$ cat src/design/ivc_pkg.sv
// shared constants for the interrupt vector controller
package ivc_pkg;

    // number of vectored sources, index equals natural priority order
    localparam int unsigned NUM_SRC       = 13;
    localparam int unsigned PCA_MODULES   = 6;

    // register byte offsets on the wishbone bus
    localparam logic [7:0] OFS_TIMER_CTRL = 8'h00;
    localparam logic [7:0] OFS_BASE_EN    = 8'h04;
    localparam logic [7:0] OFS_BASE_PRIO  = 8'h08;
    localparam logic [7:0] OFS_EXT_EN     = 8'h0c;
    localparam logic [7:0] OFS_EXT_PRIO   = 8'h10;
    localparam logic [7:0] OFS_PENDING    = 8'h14;
    localparam logic [7:0] OFS_SERVICE    = 8'h18;

    // timer control field positions
    localparam int unsigned EXT0_EDGE_BIT = 0;
    localparam int unsigned EXT0_PEND_BIT = 1;
    localparam int unsigned EXT1_EDGE_BIT = 2;
    localparam int unsigned EXT1_PEND_BIT = 3;

    // global enable position in the base enable register
    localparam int unsigned GLOBAL_EN_BIT = 7;
    // sources below this index live in the base registers
    localparam int unsigned EXT_SRC_FIRST = 6;

    // reset values
    localparam logic [7:0]  RST_REG8      = 8'h00;
    localparam logic [15:0] RESET_VECTOR  = 16'h0000;

    // vector table: first maskable vector and spacing between vectors
    localparam logic [15:0] VEC_BASE      = 16'h0003;
    localparam logic [15:0] VEC_STEP      = 16'h0008;

    // source indices that carry special behaviour
    localparam logic [3:0]  SRC_EXT0      = 4'h0;
    localparam logic [3:0]  SRC_TMR0      = 4'h1;
    localparam logic [3:0]  SRC_EXT1      = 4'h2;
    localparam logic [3:0]  SRC_TMR1      = 4'h3;
    localparam logic [3:0]  SRC_CMP0_FALL = 4'ha;
    localparam logic [3:0]  SRC_CMP0_RISE = 4'hb;
    localparam logic [3:0]  SRC_CMP1_FALL = 4'hc;

    // register page of the flag sources
    localparam logic [7:0]  PAGE_BASE     = 8'h00;
    localparam logic [7:0]  PAGE_CMP0     = 8'h01;
    localparam logic [7:0]  PAGE_CMP1     = 8'h02;

endpackage : ivc_pkg

$ cat src/design/ext_req_detect.sv
// one external request input: synchroniser, edge or level detect, pending flag
module ext_req_detect
    import ivc_pkg::*;
(
    // clock and reset
    input  logic i_clk,
    input  logic i_rst,
    // pin and mode
    input  logic i_req_n,
    input  logic i_edge_mode,
    // software and hardware flag access
    input  logic i_sw_wr,
    input  logic i_sw_val,
    input  logic i_hw_clr,
    // pending flag
    output logic o_pending
);

    logic sync1_ff;
    logic sync2_ff;
    logic prev_ff;
    logic pend_ff;
    logic nxt_pend;
    logic fall_edge;

    // two flops against metastability, third flop only for edge history
    always_ff @(posedge i_clk or posedge i_rst) begin
        if (i_rst) begin
            sync1_ff <= 1'b1;
            sync2_ff <= 1'b1;
            prev_ff  <= 1'b1;
        end else begin
            sync1_ff <= i_req_n;
            sync2_ff <= sync1_ff;
            prev_ff  <= sync2_ff;
        end
    end

    // active-low falling edge
    assign fall_edge = prev_ff & ~sync2_ff;

    // flag update; a fresh edge wins over any clear in the same cycle
    always_comb begin
        nxt_pend = pend_ff;
        // clear on vectoring
        if (i_hw_clr) begin
            nxt_pend = 1'b0;
        end
        if (i_sw_wr) begin
            nxt_pend = i_sw_val;
        end
        nxt_pend = nxt_pend | fall_edge;
        // level mode keeps no latched state
        if (!i_edge_mode) begin
            nxt_pend = 1'b0;
        end
    end

    always_ff @(posedge i_clk or posedge i_rst) begin
        if (i_rst) begin
            pend_ff <= 1'b0;
        end else begin
            pend_ff <= nxt_pend;
        end
    end

    // level mode mirrors pin
    assign o_pending = i_edge_mode ? pend_ff : ~sync2_ff;
endmodule : ext_req_detect

$ cat src/design/mcu_interrupt_vector_controller.sv
// interrupt vectoring, priority and external request logic with wishbone registers
// Overview of operation
// external requests are active low; edge-select bits 0 and 2 pick level or edge
// pending flags for external inputs zero and one sit at bits 1 and 3
// edge-mode pending flag clears by hardware when the cpu vectors to it
// level-mode pending flag mirrors the input pin, no latching
// outside source holds a level request low until it is recognised
// outside source releases a level request before the routine ends
// reset vectors to 0x0000, always enabled, above every maskable source
// external zero vectors to 0x0003, order 0, enable and level bit 0
// external one vectors to 0x0013, order 2, enable and level bit 2
// timer overflows vector to 0x000b and 0x001b, flags cleared on vectoring
// serial port vectors to 0x0023, order 4, rx or tx, bit 4
// timer two vectors to 0x002b, order 5, overflow or external flag, bit 5
// spi vectors to 0x0033, order 6, any of four flags, extended bit 0
// two-wire bus vectors to 0x003b, order 7, extended bit 1
// window compare vectors to 0x0043, order 8, extended bit 2
// counter array vectors to 0x004b, order 9, overflow or module flag, bit 3
// comparator zero fall 0x0053 and rise 0x005b, extended bits 4, 5, page 1
// comparator one fall vectors to 0x0063, order 12, extended bit 6, page 2
// same level: lowest order first; high level pre-empts a low routine
// service needs own enable and global enable; vector to listed address
//
// The implementer's own choices: the Wishbone interface to the registers and the placing of the registers.
module mcu_interrupt_vector_controller
    import ivc_pkg::*;
(
    // clock and reset
    input  logic                   I_CLOCK,
    input  logic                   I_SYS_RST,
    // wishbone slave
    input  logic                   I_WB_CYC,
    input  logic                   I_WB_STB,
    input  logic                   I_WB_WE,
    input  logic [7:0]             I_WB_ADR,
    input  logic [3:0]             I_WB_SEL,
    input  logic [31:0]            I_WB_DAT,
    output logic [31:0]            O_WB_DAT,
    output logic                   O_WB_ACK,
    // external request pins
    input  logic                   I_EXT_REQ_ZERO_N,
    input  logic                   I_EXT_REQ_ONE_N,
    // peripheral event flags
    input  logic                   I_TMR0_OVERFLOW_FLAG,
    input  logic                   I_TMR1_OVERFLOW_FLAG,
    input  logic                   I_SERIAL0_RX_FLAG,
    input  logic                   I_SERIAL0_TX_FLAG,
    input  logic                   I_TMR2_OVERFLOW_FLAG,
    input  logic                   I_TMR2_EXTERNAL_FLAG,
    input  logic                   I_SPI_DONE_FLAG,
    input  logic                   I_SPI_WRITE_COLLISION,
    input  logic                   I_SPI_MODE_FAULT,
    input  logic                   I_SPI_RX_OVERRUN,
    input  logic                   I_SMB_EVENT_FLAG,
    input  logic                   I_CONV_WINDOW_MATCH_FLAG,
    input  logic                   I_PCA_OVERFLOW_FLAG,
    input  logic [PCA_MODULES-1:0] I_PCA_MODULE_FLAG,
    input  logic                   I_CMP0_FALL_FLAG,
    input  logic                   I_CMP0_RISE_FLAG,
    input  logic                   I_CMP1_FALL_FLAG,
    // timer flag clears
    output logic                   O_TMR0_OVERFLOW_CLR,
    output logic                   O_TMR1_OVERFLOW_CLR,
    // cpu core side
    input  logic                   I_INT_ACK,
    input  logic                   I_INT_RETURN,
    output logic                   O_INT_REQ,
    output logic [15:0]            O_INT_VECTOR,
    output logic                   O_INT_LEVEL,
    output logic [7:0]             O_REGISTER_PAGE
);

    // bus state
    logic                ack_ff;
    logic [31:0]         rdata_ff;
    logic [31:0]         nxt_rdata;
    logic                wb_hit;
    logic                wb_wr;
    // software registers
    logic [1:0]          edge_sel_ff;
    logic [7:0]          base_en_ff;
    logic [7:0]          base_prio_ff;
    logic [7:0]          ext_en_ff;
    logic [7:0]          ext_prio_ff;
    logic [1:0]          nxt_edge_sel;
    logic [7:0]          nxt_base_en;
    logic [7:0]          nxt_base_prio;
    logic [7:0]          nxt_ext_en;
    logic [7:0]          nxt_ext_prio;
    // sources
    logic [1:0]          ext_pend;
    logic [NUM_SRC-1:0]  src_pend;
    logic [NUM_SRC-1:0]  src_en;
    logic [NUM_SRC-1:0]  src_lvl;
    logic [NUM_SRC-1:0]  req_vec;
    logic [15:0]         en_all;
    logic [15:0]         prio_all;
    // service state
    logic                irq_ff;
    logic [3:0]          idx_ff;
    logic                level_ff;
    logic [15:0]         vec_ff;
    logic [7:0]          page_ff;
    logic                act_low_ff;
    logic                act_high_ff;
    logic                tmr0_clr_ff;
    logic                tmr1_clr_ff;
    logic                nxt_irq;
    logic [3:0]          nxt_idx;
    logic                nxt_level;
    logic [15:0]         nxt_vec;
    logic [7:0]          nxt_page;
    logic                nxt_act_low;
    logic                nxt_act_high;
    logic                ack_fire;
    logic                cand_hi;
    logic                cand_lo;
    logic [3:0]          idx_hi;
    logic [3:0]          idx_lo;

    // bus request seen once; ack drops the cycle after it is given
    assign wb_hit = I_WB_CYC & I_WB_STB & ~ack_ff;
    assign wb_wr  = wb_hit & I_WB_WE & I_WB_SEL[0];

    // register writes
    always_comb begin
        nxt_edge_sel  = edge_sel_ff;
        nxt_base_en   = base_en_ff;
        nxt_base_prio = base_prio_ff;
        nxt_ext_en    = ext_en_ff;
        nxt_ext_prio  = ext_prio_ff;
        if (wb_wr) begin
            unique case (I_WB_ADR)
                OFS_TIMER_CTRL: begin
                    // detection type bits
                    nxt_edge_sel = {I_WB_DAT[EXT1_EDGE_BIT], I_WB_DAT[EXT0_EDGE_BIT]};
                end
                OFS_BASE_EN:   nxt_base_en   = I_WB_DAT[7:0];
                OFS_BASE_PRIO: nxt_base_prio = {1'b0, I_WB_DAT[6:0]};
                OFS_EXT_EN:    nxt_ext_en    = {1'b0, I_WB_DAT[6:0]};
                OFS_EXT_PRIO:  nxt_ext_prio  = {1'b0, I_WB_DAT[6:0]};
                default: ;
            endcase
        end
    end

    // register reads; unmapped offsets answer zero
    always_comb begin
        nxt_rdata = 32'h0000_0000;
        unique case (I_WB_ADR)
            // pending flags readable
            OFS_TIMER_CTRL: nxt_rdata[3:0] = {ext_pend[1], edge_sel_ff[1],
                                              ext_pend[0], edge_sel_ff[0]};
            OFS_BASE_EN:    nxt_rdata[7:0] = base_en_ff;
            OFS_BASE_PRIO:  nxt_rdata[7:0] = base_prio_ff;
            OFS_EXT_EN:     nxt_rdata[7:0] = ext_en_ff;
            OFS_EXT_PRIO:   nxt_rdata[7:0] = ext_prio_ff;
            OFS_PENDING:    nxt_rdata[NUM_SRC-1:0] = src_pend;
            OFS_SERVICE:    nxt_rdata[7:0] = {act_high_ff, act_low_ff, irq_ff,
                                              level_ff, idx_ff};
            default: ;
        endcase
    end

    always_ff @(posedge I_CLOCK or posedge I_SYS_RST) begin
        if (I_SYS_RST) begin
            ack_ff       <= 1'b0;
            rdata_ff     <= 32'h0000_0000;
            edge_sel_ff  <= 2'h0;
            base_en_ff   <= RST_REG8;
            base_prio_ff <= RST_REG8;
            ext_en_ff    <= RST_REG8;
            ext_prio_ff  <= RST_REG8;
        end else begin
            ack_ff       <= wb_hit;
            rdata_ff     <= wb_hit ? nxt_rdata : rdata_ff;
            edge_sel_ff  <= nxt_edge_sel;
            base_en_ff   <= nxt_base_en;
            base_prio_ff <= nxt_base_prio;
            ext_en_ff    <= nxt_ext_en;
            ext_prio_ff  <= nxt_ext_prio;
        end
    end

    assign O_WB_ACK = ack_ff;
    assign O_WB_DAT = rdata_ff;

    assign ack_fire = I_INT_ACK & irq_ff;

    // two active-low request inputs
    ext_req_detect u_ext0 (
        .i_clk       (I_CLOCK),
        .i_rst       (I_SYS_RST),
        .i_req_n     (I_EXT_REQ_ZERO_N),
        .i_edge_mode (edge_sel_ff[0]),
        .i_sw_wr     (wb_wr && I_WB_ADR == OFS_TIMER_CTRL),
        .i_sw_val    (I_WB_DAT[EXT0_PEND_BIT]),
        .i_hw_clr    (ack_fire && idx_ff == SRC_EXT0),
        .o_pending   (ext_pend[0])
    );

    ext_req_detect u_ext1 (
        .i_clk       (I_CLOCK),
        .i_rst       (I_SYS_RST),
        .i_req_n     (I_EXT_REQ_ONE_N),
        .i_edge_mode (edge_sel_ff[1]),
        .i_sw_wr     (wb_wr && I_WB_ADR == OFS_TIMER_CTRL),
        .i_sw_val    (I_WB_DAT[EXT1_PEND_BIT]),
        .i_hw_clr    (ack_fire && idx_ff == SRC_EXT1),
        .o_pending   (ext_pend[1])
    );

    // source order
    // flag grouping; peripheral flags stay with software
    assign src_pend = {I_CMP1_FALL_FLAG,
                       I_CMP0_RISE_FLAG,
                       I_CMP0_FALL_FLAG,
                       I_PCA_OVERFLOW_FLAG | (|I_PCA_MODULE_FLAG),
                       I_CONV_WINDOW_MATCH_FLAG,
                       I_SMB_EVENT_FLAG,
                       I_SPI_DONE_FLAG | I_SPI_WRITE_COLLISION | I_SPI_MODE_FAULT
                           | I_SPI_RX_OVERRUN,
                       I_TMR2_OVERFLOW_FLAG | I_TMR2_EXTERNAL_FLAG,
                       I_SERIAL0_RX_FLAG | I_SERIAL0_TX_FLAG,
                       I_TMR1_OVERFLOW_FLAG,
                       ext_pend[1],
                       I_TMR0_OVERFLOW_FLAG,
                       ext_pend[0]};

    // base register holds the first six sources, extended the rest
    assign en_all   = {3'b000, ext_en_ff[6:0], base_en_ff[5:0]};
    assign prio_all = {3'b000, ext_prio_ff[6:0], base_prio_ff[5:0]};

    // own enable and global enable
    genvar g;
    generate
        for (g = 0; g < NUM_SRC; g++) begin : g_src
            assign src_en[g]  = en_all[g];
            assign src_lvl[g] = prio_all[g];
            assign req_vec[g] = src_pend[g] & src_en[g] & base_en_ff[GLOBAL_EN_BIT];
        end
    endgenerate

    // lowest order wins within a level; scan downward so index 0 lands last
    always_comb begin
        cand_hi = 1'b0;
        cand_lo = 1'b0;
        idx_hi  = 4'h0;
        idx_lo  = 4'h0;
        for (int i = NUM_SRC - 1; i >= 0; i--) begin
            if (req_vec[i] && src_lvl[i]) begin
                cand_hi = 1'b1;
                idx_hi  = 4'(i);
            end
            if (req_vec[i] && !src_lvl[i]) begin
                cand_lo = 1'b1;
                idx_lo  = 4'(i);
            end
        end
    end

    // selection and nesting; the request is held off in the ack cycle so the
    // cpu never sees a stale vector for a source it has just taken
    always_comb begin
        nxt_act_low  = act_low_ff;
        nxt_act_high = act_high_ff;
        // return pops the innermost level first
        if (I_INT_RETURN) begin
            if (act_high_ff) begin
                nxt_act_high = 1'b0;
            end else begin
                nxt_act_low = 1'b0;
            end
        end
        if (ack_fire) begin
            if (level_ff) begin
                nxt_act_high = 1'b1;
            end else begin
                nxt_act_low = 1'b1;
            end
        end
        nxt_irq   = 1'b0;
        nxt_idx   = idx_ff;
        nxt_level = level_ff;
        // high level pre-empts low routine
        if (cand_hi && !nxt_act_high) begin
            nxt_irq   = !ack_fire;
            nxt_idx   = idx_hi;
            nxt_level = 1'b1;
        end else if (cand_lo && !nxt_act_high && !nxt_act_low) begin
            nxt_irq   = !ack_fire;
            nxt_idx   = idx_lo;
            nxt_level = 1'b0;
        end
        // listed vector address
        nxt_vec  = nxt_irq ? 16'(VEC_BASE + VEC_STEP * 16'(nxt_idx)) : vec_ff;
        // comparator register page
        if (nxt_idx == SRC_CMP0_FALL || nxt_idx == SRC_CMP0_RISE) begin
            nxt_page = PAGE_CMP0;
        end else if (nxt_idx == SRC_CMP1_FALL) begin
            // comparator one page
            nxt_page = PAGE_CMP1;
        end else begin
            nxt_page = PAGE_BASE;
        end
    end

    always_ff @(posedge I_CLOCK or posedge I_SYS_RST) begin
        if (I_SYS_RST) begin
            irq_ff      <= 1'b0;
            idx_ff      <= 4'h0;
            level_ff    <= 1'b0;
            // reset vector
            vec_ff      <= RESET_VECTOR;
            page_ff     <= PAGE_BASE;
            act_low_ff  <= 1'b0;
            act_high_ff <= 1'b0;
            tmr0_clr_ff <= 1'b0;
            tmr1_clr_ff <= 1'b0;
        end else begin
            irq_ff      <= nxt_irq;
            idx_ff      <= nxt_idx;
            level_ff    <= nxt_level;
            vec_ff      <= nxt_vec;
            page_ff     <= nxt_page;
            act_low_ff  <= nxt_act_low;
            act_high_ff <= nxt_act_high;
            // timer flags cleared on vectoring
            tmr0_clr_ff <= ack_fire && idx_ff == SRC_TMR0;
            tmr1_clr_ff <= ack_fire && idx_ff == SRC_TMR1;
        end
    end

    assign O_INT_REQ           = irq_ff;
    assign O_INT_VECTOR        = vec_ff;
    assign O_INT_LEVEL         = level_ff;
    assign O_REGISTER_PAGE     = page_ff;
    assign O_TMR0_OVERFLOW_CLR = tmr0_clr_ff;
    assign O_TMR1_OVERFLOW_CLR = tmr1_clr_ff;

    // helper state read only by the checks below
    logic               seen_irq_ff;
    logic [NUM_SRC-1:0] req_q_ff;
    logic [NUM_SRC-1:0] lvl_q_ff;
    always_ff @(posedge I_CLOCK or posedge I_SYS_RST) begin
        if (I_SYS_RST) begin
            seen_irq_ff <= 1'b0;
            req_q_ff    <= '0;
            lvl_q_ff    <= '0;
        end else begin
            // follows the vector register, which moves on the same edge
            seen_irq_ff <= seen_irq_ff | nxt_irq;
            req_q_ff    <= req_vec;
            lvl_q_ff    <= src_lvl;
        end
    end
endmodule : mcu_interrupt_vector_controller
$ cat config.mk
export PLATFORM = sky130hd
export DESIGN_NAME = mcu_interrupt_vector_controller
export DESIGN_NICKNAME = d
export VERILOG_FILES = /design/src/design/ivc_pkg.sv /design/src/design/ext_req_detect.sv /design/src/design/mcu_interrupt_vector_controller.sv
export SDC_FILE = /design/constraint.sdc
export NUM_CORES = 1
export LEC_CHECK = 0
export ABC_CLOCK_PERIOD_IN_PS = 6300
export BUFFER_PORTS_ARGS = -buffer_cell sky130_fd_sc_hd__buf_2
export CAP_MARGIN = 20
export CELL_PAD_IN_SITES_DETAIL_PLACEMENT = 2
export CELL_PAD_IN_SITES_GLOBAL_PLACEMENT = 2
export CORE_MARGIN = 2
export CORE_UTILIZATION = 34
export CTS_BUF_LIST = sky130_fd_sc_hd__clkbuf_8
export DETAILED_ROUTE_END_ITERATION = 10
export PLACE_DENSITY = 0.95
export SLEW_MARGIN = 10
export SYNTH_ARGS = -nofsm -noshare
export SYNTH_HDL_FRONTEND = slang
export SYNTH_SLANG_ARGS = --single-unit
export TNS_END_PERCENT = 1
$ cat constraint.sdc
create_clock -name I_CLOCK -period 6.3 [get_ports I_CLOCK]
set_input_delay 1.26 -clock I_CLOCK [delete_from_list [all_inputs] [get_ports I_CLOCK]]
set_output_delay 1.26 -clock I_CLOCK [all_outputs]
set_load 0.01 [all_outputs]
==> flow_summary.toml <==
[clock_tree]
cts_tree = "yes"
clock_sinks = 70
cts_setup_buffers = 0
holdBufCountCts = 0
numCtsBuffers = 9
ctsResizeCount = 0
path_clk_slew_ps = 80
cts-root-buf = "clkbuf_8"
worst_skew_pair.late_latency_ps = 370
clock_path_buffers = 2
htreeDepth = 3

[synth]
yosysMostFrequentCell = "dfrtp_1"
synth_edf_count = 0
synth_common_cells = "dfrtp_1, buf_4, nand2_1"
syn_area_per_cell_um2 = 10.1
yosys-top-cells-area = "dfrtp_1, mux2_2, buf_4, dfstp_2, nand2_1"
ys_seq_area_share_pct = 44.3
yosysWarnings = 0
synthArstFlopShare_pct = 100
yosys.cell_types.count = 69
ys_ff_latch = 70
synth_flop_cell = "dfrtp_1"
synth_top_area_share_pct = 40.3
synth_cells = 394
yosys.area.top_type = "dfrtp_1"
syn_area_um2 = 3970

[routing]
wl_per_cell_um = 22.2
drt_iter0_markers = 143
via_count = 3415
ant_nets = 0
via_per_inst = 5.60
routed_wl_um = 13500
drc = 0
first_pass_iters = 4

[finish]
fillers = 1261
num_antenna_cells = 0
area_growth_pct = 13.8
layout.nets = 537
multiInputGateArea_um2 = 1980
regArea_um2 = 1760
final_core_util_pct = 39.6
drive_above_1_share_pct = 32.5

[pwr]
power.leakage_nw = 2.18
clockPowerShare_pct = 42.5
peakVddDrop_v = 0.0000833
p_sw_share_pct = 27.0
power.switching_w = 0.000250
combPwrFrac_pct = 7.3
intPower_w = 0.000675
seq_power_share_pct = 50.2
power.density_nw_per_um2 = 204

[timing]
tightest_slew_ps = 1030
drv_slew = 0
setup_violations = 0
hold_viol = 0
period_share_pct = 56.3
rsz0062_at_grt = "false"
clock.fmax_mhz = 282
fin_tns_setup_ps = 0
relSlewSlack_pct = 31.4
fin_crit_ps = 3550
finalClockSkew_ps = 11.6

[grt]
grt_pass1_vias = 3803
gr-total-overflow = 0
grt_pass1_wl_um = 21500
grt_usage_pct = 22.1
grt_max_degree = 71
antenna_found_initial = 0

[min_path]
hp-class = "flop to flop"

[setup_path]
crit_slowest_cell = "nor2b_1"
critical_path_arrival_ps = 3790
critPathKind = "input port to flop"
cp.required_ps = 6540
crit_fanout = 9
crit_path_start_kind = "input port"
critPathMaxStageDelay_ps = 870
cp_cell_sequence = "buf_2, nor4_1, and3_1, nor2b_1, mux2_2"
cp-end-kind = "flop"

[floorplan]
die_h_um = 112
io_pins = 136
initial_core_util_pct = 34.8
dieArea_um2 = 12600
placementRows = 39
die_w_um = 112
core_um2 = 11400

[placement]
numPortBuffers = 73
hpwl_um = 10000
gp_congestion = 0.877

[flow_run]
cap_viol_max_count = 0

[run_status]
outcome = "finished, final reports clean"
## power groups by stage
stage	clock (W)	sequential, W	combinational [W]
after global placement	0	0.000472	0.0000634
after CTS	0.000398	0.000464	0.0000679
after detailed placement	0	0.000473	0.0000674
after floorplan	0	0.000473	0.0000458
final	0.000393	0.000464	0.0000679
after global routing	0.000420	0.000466	0.0000753
## cells by family (layout without fill, tap and decap cells)
logic type,after synthesis,count (layout),share of synthesized area [%]
and+or+nand+nor,148,148,20.9
buffers and inverters,58,97,9.13
adders and majority gates,1,1,0.252
muxes,34,34,9.82
AOI/OAI and AO/OA,82,82,15.6
other,1,35,0.0944
DFF,70,70,44.3
## path summary, 6_finish.rpt
| check | start | to | slack [ps] | depth (start not counted) |
|---|---|---|---|---|
| max | I_WB_ADR[4] | base_en_ff[3] | 2750 | 5 |
| min | u_ext0.sync1_ff | u_ext0.sync2_ff | 360 | 0 |
| max reg2reg | base_en_ff[7] | O_INT_VECTOR[5] | 2940 | 7 |
| min reg2reg | u_ext0.sync1_ff | u_ext0.sync2_ff | 360 | 0 |
| max in group asynchronous | I_SYS_RST | ext_prio_ff[1] | 4540 | 3 |
| min in group asynchronous | I_SYS_RST | O_TMR0_OVERFLOW_CLR | 1170 | 3 |
## per-stage QoR
step                setup WS, ps  cell area, um^2  total power [W]  hold slack [ps]  cells
finish                      2750             4520         0.000925              358    610
floorplan                   3070             4100         0.000519              345    428
detailed placement          2450             4320         0.000541              348    594
global route                2660             4520         0.000961              369    610
CTS                         2800             4520         0.000931              358    610
global placement            2580             4320         0.000535              346    594
## metal layers
metal	global-route usage, %	share of wire (%)
met1	26.7	41
met2	39.0	52
met3	3.89	4.6
met4	9.19	2.9
met5	0	0
## layout by cell type (no fill, tap or decap), types with 5 or more instances in the layout
cell type and instances:
a21oi_1 12, a221oi_1 5, a22oi_1 8, a31oi_1 7
buf_2 73, clkbuf_8 10, conb_1 35, dfrtp_1 64
dfstp_2 6, inv_1 6, mux2_2 31, nand2_1 36
nand3_1 15, nand4_1 9, nor2_1 29, nor2b_1 7
nor3_1 8, nor4_1 5, o21ai_0 18
## critical path: cells and delay by family
family | cells | cell delay, ps
simple gates | 3 | 1980
buf+inv | 1 | 110
mux | 1 | 430
## flip-flops by register name, indices dropped and copies added, names as in the netlist, 2 cells and up
signal and cells:
ext_prio_ff 7, base_en_ff 8, O_WB_DAT 13, O_REGISTER_PAGE 2
ext_en_ff 7, idx_ff 4, edge_sel_ff 2, base_prio_ff 7
O_INT_VECTOR 5
## final cells by class
type | count | share of cell area, %
clock inverters | 6 | 1.52
well taps | 143 | 3.96
clock buffers | 10 | 3.04
multi-input cells | 300 | 43.8
inverters | 7 | 0.581
repair buffers | 74 | 8.24
flip-flops and latches | 70 | 38.9
Note: power is estimated with default switching activity, not from simulation.
